<file path="config.mk">
export PLATFORM = sky130hd
export DESIGN_NAME = uacp_pin_ctrl
export DESIGN_NICKNAME = d
export VERILOG_FILES = /design/src/include/uacp_pkg.sv /design/src/design/uacp_pin_ctrl.sv
export SDC_FILE = /design/constraint.sdc
export NUM_CORES = 1
export LEC_CHECK = 0
export BUFFER_PORTS_ARGS = -buffer_cell sky130_fd_sc_hd__buf_2
export CAP_MARGIN = 20
export CORE_MARGIN = 5
export CORE_UTILIZATION = 52
export CTS_BUF_LIST = sky130_fd_sc_hd__clkbuf_8 sky130_fd_sc_hd__clkbuf_16
export DETAILED_ROUTE_END_ITERATION = 7
export PLACE_DENSITY_LB_ADDON = 0.3
export SYNTH_ARGS = -nofsm -noshare
export SYNTH_HDL_FRONTEND = slang
export SYNTH_SLANG_ARGS = --single-unit
</file>
<file path="constraint.sdc">
create_clock -name sys_clk -period 8.7 [get_ports sys_clk]
set_input_delay 1.74 -clock sys_clk [delete_from_list [all_inputs] [get_ports sys_clk]]
set_output_delay 1.74 -clock sys_clk [all_outputs]
set_load 0.01 [all_outputs]
</file>
<file path="src/include/uacp_pkg.sv">
package uacp_pkg;

  // ------------------------------------------------------------
  // Timing
  // ------------------------------------------------------------
  localparam int unsigned CLK_PERIOD_NS = 8;      // 125 MHz system clock
  localparam int unsigned RST_MIN_NS = 40;        // Shortest pin reset pulse
  // Least time rounds up to whole cycles
  localparam int unsigned RST_MIN_CYC =
    (RST_MIN_NS + CLK_PERIOD_NS - 1) / CLK_PERIOD_NS;
  localparam logic [2:0] RST_MIN_CNT = 3'(RST_MIN_CYC);

  // ------------------------------------------------------------
  // Serial rate limits, in Kbps
  // ------------------------------------------------------------
  localparam logic [10:0] RATE_HIGH_KBPS = 11'h3E8;  // 1000 Kbps
  localparam logic [10:0] RATE_LOW_KBPS = 11'h0FA;   // 250 Kbps

  // ------------------------------------------------------------
  // Register map
  // ------------------------------------------------------------
  localparam logic [31:0] CTRL_OFS = 32'h0000_0000;
  localparam logic [31:0] STAT_OFS = 32'h0000_0004;
  localparam logic [31:0] CTRL_RESET = 32'h0000_0000;
  localparam int unsigned CTRL_ISO_BIT = 0;   // Software bus isolation
  localparam int unsigned CTRL_RST_BIT = 1;   // Software core reset
  localparam int unsigned ST_STYLE_BIT = 0;
  localparam int unsigned ST_ISO_BIT = 1;
  localparam int unsigned ST_PUMP_BIT = 2;
  localparam int unsigned ST_RXSEL_BIT = 3;
  localparam int unsigned ST_FAST_BIT = 4;
  localparam int unsigned ST_RST_BIT = 5;
  localparam int unsigned ST_IRQOE_BIT = 6;
  localparam int unsigned ST_RATE_LSB = 16;
  localparam logic [1:0] RESP_OKAY = 2'h0;
  localparam logic [1:0] RESP_SLVERR = 2'h2;

  // ------------------------------------------------------------
  // Carriers
  // ------------------------------------------------------------
  typedef struct packed {
    logic awvalid;
    logic [31:0] awaddr;
    logic wvalid;
    logic [31:0] wdata;
    logic [3:0] wstrb;
    logic bready;
    logic arvalid;
    logic [31:0] araddr;
    logic rready;
  } uacp_axi_req_type;

  typedef struct packed {
    logic awready;
    logic wready;
    logic bvalid;
    logic [1:0] bresp;
    logic arready;
    logic rvalid;
    logic [31:0] rdata;
    logic [1:0] rresp;
  } uacp_axi_rsp_type;

  // Strap and control pins, all asynchronous to sys_clk
  typedef struct packed {
    logic bus_style_select;     // High: strobe style, low: direction style
    logic reset_pin;            // Polarity follows bus_style_select
    logic bus_isolate_request;
    logic pump_autosleep;
    logic rx_source_select;
    logic logic_level_rx_input;
    logic line_level_rx_input;
    logic high_rate_select;
  } uacp_pin_type;

  // Host bus pins as they arrive
  typedef struct packed {
    logic cs_n;
    logic rd_n;                 // Read strobe (strobe style only)
    logic wr_n_or_dir;          // Write strobe, or read-high direction
    logic [2:0] addr;
    logic [7:0] data;
  } uacp_host_bus_type;

  // Host bus as handed to the UART core
  typedef struct packed {
    logic cs;
    logic rd;
    logic wr;
    logic [2:0] addr;
    logic [7:0] data;
  } uacp_core_bus_type;

  localparam uacp_core_bus_type CORE_BUS_IDLE = '0;

endpackage

</file>
<file path="src/design/uacp_pin_ctrl.sv">
`timescale 1ns/1ps
// What this block does
// - High style pin selects strobe bus, else direction
// - Reset pin polarity follows bus style
// - Reset of 40 ns resets core outputs
// - During reset transmit high, receive ignored
// - Power-save request isolates host data bus
// - Autosleep stops pump only when oscillator stopped
// - Receive source select picks logic or line
// - High-rate select gives 1 Mbps, else 250
// - Oscillator input buffered out for others
// - Channel B interrupt driven when strobe and enabled
module uacp_pin_ctrl (
  input wire logic sys_clk,
  input wire logic rst,
  input wire uacp_pkg::uacp_axi_req_type axi_req,
  output uacp_pkg::uacp_axi_rsp_type axi_rsp,
  input wire uacp_pkg::uacp_pin_type pins,
  input wire uacp_pkg::uacp_host_bus_type host_bus,
  output uacp_pkg::uacp_core_bus_type core_bus,
  input wire logic core_tx,
  input wire logic osc_stopped,
  input wire logic modem_control_irq_en,
  input wire logic core_irq_b,
  input wire logic osc_input,
  output logic osc_buffered_output,
  output logic core_reset,
  output logic uart_tx_out,
  output logic core_rx,
  output logic pump_off,
  output logic high_rate_mode,
  output logic channel_b_irq_o,
  output logic channel_b_irq_oe
);
  import uacp_pkg::*;

  // ------------------------------------------------------------
  // Pin synchronisers
  // ------------------------------------------------------------
  uacp_pin_type pins_meta_q;        // First stage, read by second only
  uacp_pin_type pins_s;             // Safe to use
  uacp_host_bus_type host_meta_q;   // First stage for host bus
  uacp_host_bus_type host_s;

  // Two flops on every strap, control and host bus pin
  always_ff @(posedge sys_clk or posedge rst) begin
    if (rst) begin
      pins_meta_q <= '0;
      pins_s <= '0;
      host_meta_q <= '1;
      host_s <= '1;
    end else begin
      pins_meta_q <= pins;
      pins_s <= pins_meta_q;
      host_meta_q <= host_bus;
      host_s <= host_meta_q;
    end
  end

  // Oscillator copy goes straight through; a flop would halve it
  assign osc_buffered_output = osc_input;

  // ------------------------------------------------------------
  // Software registers
  // ------------------------------------------------------------
  logic [31:0] ctrl_q, ctrl_d;      // Control word
  logic iso_act;                    // Bus isolation in force
  logic pin_rst_act;                // Reset pin at its active level

  assign iso_act = pins_s.bus_isolate_request | ctrl_q[CTRL_ISO_BIT];
  // Polarity chosen by the bus style strap
  assign pin_rst_act = pins_s.bus_style_select ? pins_s.reset_pin
                                               : ~pins_s.reset_pin;

  // ------------------------------------------------------------
  // Reset pulse qualifier
  // ------------------------------------------------------------
  logic [2:0] rst_cnt_q, rst_cnt_d;  // Consecutive active samples
  logic core_reset_q, core_reset_d;

  // Glitches shorter than the minimum pulse never reach the core
  always_comb begin
    rst_cnt_d = '0;
    if (pin_rst_act) begin
      rst_cnt_d = (rst_cnt_q == RST_MIN_CNT) ? rst_cnt_q
                                             : rst_cnt_q + 3'h1;
    end
    core_reset_d = (rst_cnt_d == RST_MIN_CNT)
                 | ctrl_q[CTRL_RST_BIT];
  end

  // Core reset stays asserted through system reset
  always_ff @(posedge sys_clk or posedge rst) begin
    if (rst) begin
      rst_cnt_q <= '0;
      core_reset_q <= 1'b1;
    end else begin
      rst_cnt_q <= rst_cnt_d;
      core_reset_q <= core_reset_d;
    end
  end

  // ------------------------------------------------------------
  // Serial pins, pump, rate, interrupt and host bus
  // ------------------------------------------------------------
  logic tx_q, tx_d;
  logic rx_q, rx_d;
  logic pump_q, pump_d;
  logic rate_q, rate_d;
  logic irq_o_q, irq_o_d;
  logic irq_oe_q, irq_oe_d;
  uacp_core_bus_type cbus_q, cbus_d;

  always_comb begin
    // Transmit forced to idle high while in reset
    tx_d = core_reset_d ? 1'b1 : core_tx;
    // Receive source choice, idle while reset
    if (core_reset_d) begin
      rx_d = 1'b1;
    end else if (pins_s.rx_source_select) begin
      rx_d = pins_s.logic_level_rx_input;
    end else begin
      rx_d = pins_s.line_level_rx_input;
    end
    pump_d = pins_s.pump_autosleep & osc_stopped;
    rate_d = pins_s.high_rate_select;
    // Open-drain style output, only meaningful on strobe bus
    irq_oe_d = pins_s.bus_style_select & modem_control_irq_en;
    irq_o_d = core_irq_b;
    // Host bus decode; frozen while isolated so nothing toggles
    cbus_d = cbus_q;
    if (iso_act) begin
      cbus_d.cs = 1'b0;
      cbus_d.rd = 1'b0;
      cbus_d.wr = 1'b0;
    end else begin
      cbus_d.cs = ~host_s.cs_n;
      cbus_d.addr = host_s.addr;
      cbus_d.data = host_s.data;
      if (pins_s.bus_style_select) begin
        cbus_d.rd = ~host_s.cs_n & ~host_s.rd_n;
        cbus_d.wr = ~host_s.cs_n & ~host_s.wr_n_or_dir;
      end else begin
        cbus_d.rd = ~host_s.cs_n & host_s.wr_n_or_dir;
        cbus_d.wr = ~host_s.cs_n & ~host_s.wr_n_or_dir;
      end
    end
  end

  // Outputs register here, reset to quiet levels
  always_ff @(posedge sys_clk or posedge rst) begin
    if (rst) begin
      tx_q <= 1'b1;
      rx_q <= 1'b1;
      pump_q <= 1'b0;
      rate_q <= 1'b0;
      irq_o_q <= 1'b0;
      irq_oe_q <= 1'b0;
      cbus_q <= CORE_BUS_IDLE;
    end else begin
      tx_q <= tx_d;
      rx_q <= rx_d;
      pump_q <= pump_d;
      rate_q <= rate_d;
      irq_o_q <= irq_o_d;
      irq_oe_q <= irq_oe_d;
      cbus_q <= cbus_d;
    end
  end

  assign core_reset = core_reset_q;
  assign uart_tx_out = tx_q;
  assign core_rx = rx_q;
  assign pump_off = pump_q;
  assign high_rate_mode = rate_q;
  assign channel_b_irq_o = irq_o_q;
  assign channel_b_irq_oe = irq_oe_q;
  assign core_bus = cbus_q;

  // ------------------------------------------------------------
  // AXI4-Lite slave
  // ------------------------------------------------------------
  logic aw_have_q, aw_have_d;       // Write address held
  logic [31:0] aw_addr_q, aw_addr_d;
  logic w_have_q, w_have_d;         // Write data held
  logic [31:0] w_data_q, w_data_d;
  logic [3:0] w_strb_q, w_strb_d;
  logic bvalid_q, bvalid_d;
  logic [1:0] bresp_q, bresp_d;
  logic rvalid_q, rvalid_d;
  logic [31:0] rdata_q, rdata_d;
  logic [1:0] rresp_q, rresp_d;
  logic [31:0] status;              // Live block state

  always_comb begin
    status = '0;
    status[ST_STYLE_BIT] = pins_s.bus_style_select;
    status[ST_ISO_BIT] = iso_act;
    status[ST_PUMP_BIT] = pump_q;
    status[ST_RXSEL_BIT] = pins_s.rx_source_select;
    status[ST_FAST_BIT] = rate_q;
    status[ST_RST_BIT] = core_reset_q;
    status[ST_IRQOE_BIT] = irq_oe_q;
    status[ST_RATE_LSB +: 11] = rate_q ? RATE_HIGH_KBPS
                                       : RATE_LOW_KBPS;
  end

  // Address and data may come in either order; one write at a time
  always_comb begin
    aw_have_d = aw_have_q;
    aw_addr_d = aw_addr_q;
    w_have_d = w_have_q;
    w_data_d = w_data_q;
    w_strb_d = w_strb_q;
    bvalid_d = bvalid_q;
    bresp_d = bresp_q;
    ctrl_d = ctrl_q;
    rvalid_d = rvalid_q;
    rdata_d = rdata_q;
    rresp_d = rresp_q;
    if (axi_req.awvalid && axi_rsp.awready) begin
      aw_have_d = 1'b1;
      aw_addr_d = axi_req.awaddr;
    end
    if (axi_req.wvalid && axi_rsp.wready) begin
      w_have_d = 1'b1;
      w_data_d = axi_req.wdata;
      w_strb_d = axi_req.wstrb;
    end
    if (aw_have_q && w_have_q) begin
      aw_have_d = 1'b0;
      w_have_d = 1'b0;
      bvalid_d = 1'b1;
      if (aw_addr_q == CTRL_OFS) begin
        bresp_d = RESP_OKAY;
        if (w_strb_q[0]) begin
          ctrl_d[7:0] = w_data_q[7:0];
        end
      end else if (aw_addr_q == STAT_OFS) begin
        bresp_d = RESP_OKAY;  // Read-only, write dropped
      end else begin
        bresp_d = RESP_SLVERR;
      end
    end
    if (bvalid_q && axi_req.bready) begin
      bvalid_d = 1'b0;
    end
    // Read answers one cycle after the address is taken
    if (axi_req.arvalid && axi_rsp.arready) begin
      rvalid_d = 1'b1;
      if (axi_req.araddr == CTRL_OFS) begin
        rdata_d = ctrl_q;
        rresp_d = RESP_OKAY;
      end else if (axi_req.araddr == STAT_OFS) begin
        rdata_d = status;
        rresp_d = RESP_OKAY;
      end else begin
        rdata_d = '0;
        rresp_d = RESP_SLVERR;
      end
    end else if (rvalid_q && axi_req.rready) begin
      rvalid_d = 1'b0;
    end
  end

  always_ff @(posedge sys_clk or posedge rst) begin
    if (rst) begin
      aw_have_q <= 1'b0;
      aw_addr_q <= '0;
      w_have_q <= 1'b0;
      w_data_q <= '0;
      w_strb_q <= '0;
      bvalid_q <= 1'b0;
      bresp_q <= RESP_OKAY;
      ctrl_q <= CTRL_RESET;
      rvalid_q <= 1'b0;
      rdata_q <= '0;
      rresp_q <= RESP_OKAY;
    end else begin
      aw_have_q <= aw_have_d;
      aw_addr_q <= aw_addr_d;
      w_have_q <= w_have_d;
      w_data_q <= w_data_d;
      w_strb_q <= w_strb_d;
      bvalid_q <= bvalid_d;
      bresp_q <= bresp_d;
      ctrl_q <= ctrl_d;
      rvalid_q <= rvalid_d;
      rdata_q <= rdata_d;
      rresp_q <= rresp_d;
    end
  end

  // Handshake outputs from held flags
  always_comb begin
    axi_rsp = '0;
    axi_rsp.awready = ~aw_have_q & ~bvalid_q;
    axi_rsp.wready = ~w_have_q & ~bvalid_q;
    axi_rsp.bvalid = bvalid_q;
    axi_rsp.bresp = bresp_q;
    axi_rsp.arready = ~rvalid_q;
    axi_rsp.rvalid = rvalid_q;
    axi_rsp.rdata = rdata_q;
    axi_rsp.rresp = rresp_q;
  end

  // ------------------------------------------------------------
  // Checks
  // ------------------------------------------------------------
  a_strobe_read_decode: assert property (
    @(posedge sys_clk) disable iff (rst)
    (pins_s.bus_style_select && !host_s.cs_n && !host_s.rd_n && !iso_act)
    |=> core_bus.rd)
    else $error("strobe style read not decoded");

  a_reset_high_pol: assert property (
    @(posedge sys_clk) disable iff (rst)
    (pins_s.bus_style_select && pins_s.reset_pin) [*5] |=> core_reset)
    else $error("high reset pin ignored on strobe bus");

  a_reset_low_pol: assert property (
    @(posedge sys_clk) disable iff (rst)
    (!pins_s.bus_style_select && !pins_s.reset_pin) [*5] |=> core_reset)
    else $error("low reset pin ignored on direction bus");

  a_reset_tx_idle: assert property (
    @(posedge sys_clk) disable iff (rst)
    core_reset |-> (uart_tx_out && core_rx))
    else $error("serial pins not idle in reset");

  a_iso_no_strobe: assert property (
    @(posedge sys_clk) disable iff (rst)
    iso_act |=> (!core_bus.cs && !core_bus.rd && !core_bus.wr))
    else $error("strobe passed during isolation");

  a_iso_bus_frozen: assert property (
    @(posedge sys_clk) disable iff (rst)
    iso_act |=> ($stable(core_bus.addr) && $stable(core_bus.data)))
    else $error("bus moved during isolation");

  a_pump_off_gate: assert property (
    @(posedge sys_clk) disable iff (rst)
    (pins_s.pump_autosleep && osc_stopped) ##1 1'b1 |-> pump_off)
    else $error("pump not shut off");

  a_pump_needs_sleep: assert property (
    @(posedge sys_clk) disable iff (rst)
    pump_off |-> $past(osc_stopped))
    else $error("pump off without stopped oscillator");

  a_rx_logic_pick: assert property (
    @(posedge sys_clk) disable iff (rst)
    (!core_reset_d && pins_s.rx_source_select)
    |=> (core_rx == $past(pins_s.logic_level_rx_input)))
    else $error("wrong receive source");

  a_rate_limit: assert property (
    @(posedge sys_clk) disable iff (rst)
    ##1 (high_rate_mode == $past(pins_s.high_rate_select)))
    else $error("rate select not followed");

  a_irq_enable_gate: assert property (
    @(posedge sys_clk) disable iff (rst)
    channel_b_irq_oe |-> $past(pins_s.bus_style_select
                               && modem_control_irq_en))
    else $error("interrupt driven while disabled");

endmodule

</file>
==> flow_metrics.tcl, run 1 <==
set metrics [dict create \
    ir_drop_mv 0.1795 \
    comb_power_share_pct 15.5 \
    drv_cap 0 \
    viasPerCell 4.810 \
    syn_to_final_growth_pct 27.13 \
    coreArea_um2 9240 \
    power.internal_uw 1331 \
    power_frac_clock_pct 38.4 \
    tightest_slew_ns 0.9024 \
    grt_pass1_vias 3294 \
    post-cts-setup-buffers 0 \
    clock_latency_ns 0.50 \
    grt_setup_unrepaired "no" \
    swShare_pct 26.05 \
    synth_edf_count 0 \
    finalSetupViolCount 0 \
    slew_viol_final 0 \
    period_minus_slack_ns 3.480 \
    grt_max_degree 78 \
    seq_area_frac_synth_pct 68.79 \
    grt-ovfl-total 0 \
    crit_path_start_kind "input port" \
    grt_first_pass_wirelength_um 16010 \
    hold_violations 0 \
    antenna_found_initial 0 \
    port-buffer-count 149 \
    wirelength_um 9718 \
    required_ns 6.96 \
    gp_congestion 0.7504 \
    drtPass1Iterations 4 \
    ys.flop_type "dfrtp_1" \
    drive_above_1_share_pct 56.39 \
    dieHeight_um 107.4 \
    dp_hpwl_um 6758 \
    endpoint_kind "primary output" \
    vias 2992 \
    postSynth.asyncResetShare_pct 100.0 \
    first_iter_violations 67 \
    htree_levels 4 \
    numCtsBuffers 17 \
    drtAntennaViolNets 0 \
    syn-cell-area_um2 4931 \
    clk_path_buf_depth 2 \
    power.leakage_uw 0.003043 \
    fill_cells 687 \
    rows 35 \
    track_usage_pct 17.97 \
    post_drt_wl_per_cell_um 15.62 \
    drc 0 \
    crit_type "in -> out" \
    tns_ns 0 \
    yosys_warnings 0 \
    cts_tree "built" \
    final_nets 616 \
    powerDensity_nw_per_um2 287.2 \
    status "completed" \
    yosys_register_bits 134 \
    synth.distinct_cells 33 \
    fin_skew_ns 0.01298 \
    hp-class "reg -> reg" \
    switchingPower_uw 469.1 \
    clock-sinks 134 \
    pwr-share-seq_pct 46.0 \
    postSynthAreaPerCell_um2 15.03 \
    num_io_pins 197 \
    crit_fanout 1 \
    critPathArrivalTime_ns 1.74 \
    cts-resized-gates 0 \
    n_antenna_cell 0 \
    die-area_um2 11530 \
    fmax_mhz 287.3 \
    cts-hold-fix-buffers 0 \
    clockRootBuffer "clkbuf_8" \
    initial_utilization_pct 53.36 \
    hold_slack_ns 0.3495 \
    period_share_pct 40.00 \
    path_clk_slew_ns 0.06 \
    slew-limit-headroom_pct 39.84 \
    postSynthCellCount 328 \
    die_w_um 107.4 \
]
layout by cell type (no fill, tap or decap), types with 3 or more instances in the layout:
cell,netlist,final
buf_2,3,149
dfrtp_1,103,103
mux2_2,62,62
dfstp_2,31,31
nand2_1,18,18
conb_1,1,18
clkbuf_16,0,16
nor4_1,15,15
inv_1,8,8
mux2i_1,8,8
o31ai_1,8,8
inv_6,0,8
nor2_1,6,6
and2_1,4,4
nand4_1,3,3
o21ai_0,3,3
o41ai_1,3,3
nor3_1,3,3
buf_4,27,3
area by class of cell:
cell class,instances,area [µm²],area share (%)
multi-input combinational,167,1333,21.26
clock buffer,17,414.1,6.607
clock inverter,15,165.2,2.635
tap,129,161.4,2.575
inverter,8,35.03,0.5589
sequential,134,3392,54.11
timing repair buffer,152,768.2,12.26
flip-flops by register name (all words and copies together), names as in the netlist, 3 cells and up:
register / cells
aw_addr_q: 32
core_bus: 14
ctrl_q: 8
host_meta_q: 14
host_s: 14
pins_meta_q: 8
pins_s: 7
rdata_q: 11
rst_cnt_q: 3
w_data_q: 8
cell usage after synthesis (2+ instances only):
| cell | count | area, µm² |
|---|---|---|
| a21o_1 | 2 | 15.01 |
| and2_1 | 4 | 25.02 |
| buf_1 | 2 | 7.510 |
| buf_2 | 3 | 15.01 |
| buf_4 | 27 | 202.7 |
| clkbuf_1 | 4 | 15.01 |
| dfrtp_1 | 103 | 2577 |
| dfstp_2 | 31 | 814.5 |
| ha_1 | 2 | 25.02 |
| inv_1 | 8 | 30.03 |
| mux2_2 | 62 | 698.2 |
| mux2i_1 | 8 | 80.08 |
| nand2_1 | 18 | 67.56 |
| nand4_1 | 3 | 18.77 |
| nor2_1 | 6 | 22.52 |
| nor3_1 | 3 | 15.01 |
| nor4_1 | 15 | 93.84 |
| o21ai_0 | 3 | 15.01 |
| o31ai_1 | 8 | 60.06 |
| o41ai_1 | 3 | 26.28 |
metal layers:
| metal | wire length, µm | up-vias | track usage [%] |
|---|---|---|---|
| met5 | 0 | - | 0 |
| met4 | 172 | 0 | 8.566 |
| met2 | 4926 | 100 | 29.27 |
| met3 | 616 | 15 | 4.859 |
| met1 | 4004 | 1463 | 22.33 |
| li1 | - | 1414 | - |
path summary, 6_finish.rpt:
check | depth (start not counted) | slack [ns] | start | end
worst max-delay path | 0 | 5.22 | osc_input | osc_buffered_output
worst min-delay path | 0 | 0.35 | pins_meta_q[7] | pins_s[7]
worst max register to register | 4 | 6.52 | aw_addr_q[13] | ctrl_q[2]
worst min register to register | 0 | 0.35 | pins_meta_q[7] | pins_s[7]
max in group asynchronous | 3 | 6.13 | rst | pins_s[5]
min in group asynchronous | 2 | 1.28 | rst | aw_addr_q[26]
stage by stage:
step / cell area (µm²) / util, % / setup WS (ns) / total power, µW / instances
floorplan: 4995 / - / 3.429 / 1036 / 345
global placement: 5682 / 61.49 / 5.087 / 1101 / 589
detailed placement: 5682 / 61.49 / 5.053 / 1120 / 589
CTS: 6261 / 67.76 / 5.220 / 1825 / 621
global route: 6269 / 67.84 / 5.220 / 1898 / 622
finish: 6269 / 67.84 / 5.220 / 1800 / 622
cells by family after synthesis:
family	after synthesis	synth area share, %
compound gates	20	2.943
xor+xnor	1	0.1777
fa+ha+maj	2	0.5074
buf+inv	44	5.481
flops	134	68.79
mux	70	15.78
other cells	1	0.07605
simple gates	56	6.242
power groups by stage:
stage / Sequential [µW] / Clock [µW] / Combinational [µW]
after global routing: 847 / 740 / 311
after CTS: 830 / 709 / 286
after detailed placement: 837 / 0 / 283
after floorplan: 823 / 0 / 212
final: 828 / 692 / 280
after global placement: 830 / 0 / 271
Note: power is estimated with default switching activity, not from simulation.
==> run 2, diff against run 1 <==
Settings changed: CORE_UTILIZATION 52 to 43.
Clock period 8.7 ns to 2.8 ns, I/O delays scaled along.
==> flow_metrics.tcl, run 2 (synthesis gave the netlist of run 1 again) <==
set metrics [dict create \
    status "completed" \
    final_area_um2 6357 \
    cp_slowest_stage_delay_ns 0.64 \
    endpoint_kind "flip-flop" \
    power.leakage_uw 0.003070 \
    r2r_end "ctrl_q[7]" \
    slew-limit-headroom_pct 51.26 \
    num_io_pins 197 \
    drtPass1Iterations 4 \
    coreArea_um2 11320 \
    critPathArrivalTime_ns 2.46 \
    path_clk_slew_ns 0.06 \
    placed_cell_area_um2 5725 \
    syn_to_final_growth_pct 28.93 \
    slew_viol_final 0 \
    cts-resized-gates 0 \
    post-cts-setup-buffers 0 \
    cts_tree "built" \
    ir_drop_mv 0.6046 \
    path_cells "nor4_1, nand4_1, nor4_4, mux2_2" \
    wirelength_um 9299 \
    multi_input_area_um2 1333 \
    drive_above_1_share_pct 56.48 \
    drv_cap 0 \
    track_usage_pct 14.76 \
    grt_pass1_vias 3189 \
    tns_ns 0 \
    crit_fanout 8 \
    period_minus_slack_ns 2.165 \
    grt_max_degree 78 \
    fin_skew_ns 0.006248 \
    regMostFlops "aw_addr_q" \
    hold_violations 0 \
    hold_slack_ns 0.09067 \
    antenna_found_initial 0 \
    initial_utilization_pct 43.56 \
    drtAntennaViolNets 0 \
    fill_cells 935 \
    grt_first_pass_wirelength_um 15350 \
    powerDensity_nw_per_um2 906.7 \
    port-buffer-count 149 \
    crit_path_start_kind "flip-flop" \
    drc 0 \
    grt-ovfl-total 0 \
    reg2reg_from "aw_addr_q[4]" \
    crit_buf_inv 0 \
    clock_latency_ns 0.41 \
    clk_path_buf_depth 2 \
    final_nets 617 \
    seq_area_um2 3392 \
    vias 2947 \
    dp_hpwl_um 6842 \
    dieHeight_um 117.1 \
    cts-hold-fix-buffers 0 \
    die-area_um2 13710 \
    reg2regPathDepth 4 \
    die_w_um 117.1 \
    slowest_stage "nor4_4" \
    hp-class "in -> async" \
    htree_levels 4 \
    viasPerCell 4.626 \
    n_antenna_cell 0 \
    fmax_mhz 461.9 \
    period_share_pct 77.33 \
    final_cell_mix "buf_2 (149), dfrtp_1 (103), mux2_2 (62)" \
    rows 39 \
    largest_reg_flops 32 \
    grt_setup_unrepaired "no" \
    post_drt_wl_per_cell_um 14.60 \
    mostFrequentLayoutCell "buf_2" \
    crit_family "simple AND/OR/NAND/NOR gates" \
    required_ns 3.09 \
    reg2reg_slack_ns 0.63 \
    tightest_slew_ns 0.7294 \
    gp_congestion 0.7865 \
    clock-sinks 134 \
    first_iter_violations 173 \
    clockRootBuffer "clkbuf_16" \
    numCtsBuffers 17 \
    crit_type "reg -> reg" \
    finalSetupViolCount 0 \
]
## run 2: changes by cell type in the layout (fill, tap and decap cells not counted)
cell        change
inv_8           -1
clkbuf_8        +1
buf_12          +1
bufinv_16       +2
inv_6           -7
clkinv_2        +2
clkinvlp_4      +2
clkbuf_16       +1
## run 2: how the worst max path moves through the flow
stage                              end         start  depth (start not counted)  slack [ns]
after global routing         ctrl_q[0]  aw_addr_q[4]                          4        0.47
after CTS                    ctrl_q[7]  aw_addr_q[4]                          4        0.57
after floorplan           aw_addr_q[0]           rst                          1        0.60
final                        ctrl_q[7]  aw_addr_q[4]                          4        0.63
after detailed placement   rdata_q[20]   axi_req[23]                          5        0.39
after global placement      rresp_q[1]   axi_req[23]                          5        0.40
## run 2: final cells by class
class / instances / area share [%]
Timing Repair Buffer: 153 / 12.40
Tap cell: 143 / 2.814
Multi-Input combinational cell: 167 / 20.96
Sequential cell: 134 / 53.36
Clock buffer: 19 / 7.125
Clock inverter: 13 / 2.814
Inverter: 8 / 0.5314
## run 2: layer usage
layer	track usage, %	routed length [µm]
met2	22.94	4456
met1	17.92	3817
met3	6.735	865
met4	6.116	159
met5	0	0
## run 2: report_power, final
| part | total, µW | internal [µW] | switching, µW |
|---|---|---|---|
| logic | 872 | 489 | 383 |
| registers | 2570 | 2360 | 208 |
| clock network | 2320 | 1530 | 790 |
## run 2: stage by stage
stage	cells	worst slack, ns	util (%)	power (µW)
2_1_floorplan	345	0.6001	-	3218
3_3_place_gp	605	0.4014	50.57	3434
4_1_cts	637	0.5709	56.16	5855
3_5_place_dp	605	0.3931	50.57	3496
6_report	637	0.6348	56.16	5764
5_1_grt	637	0.4743	56.16	6078
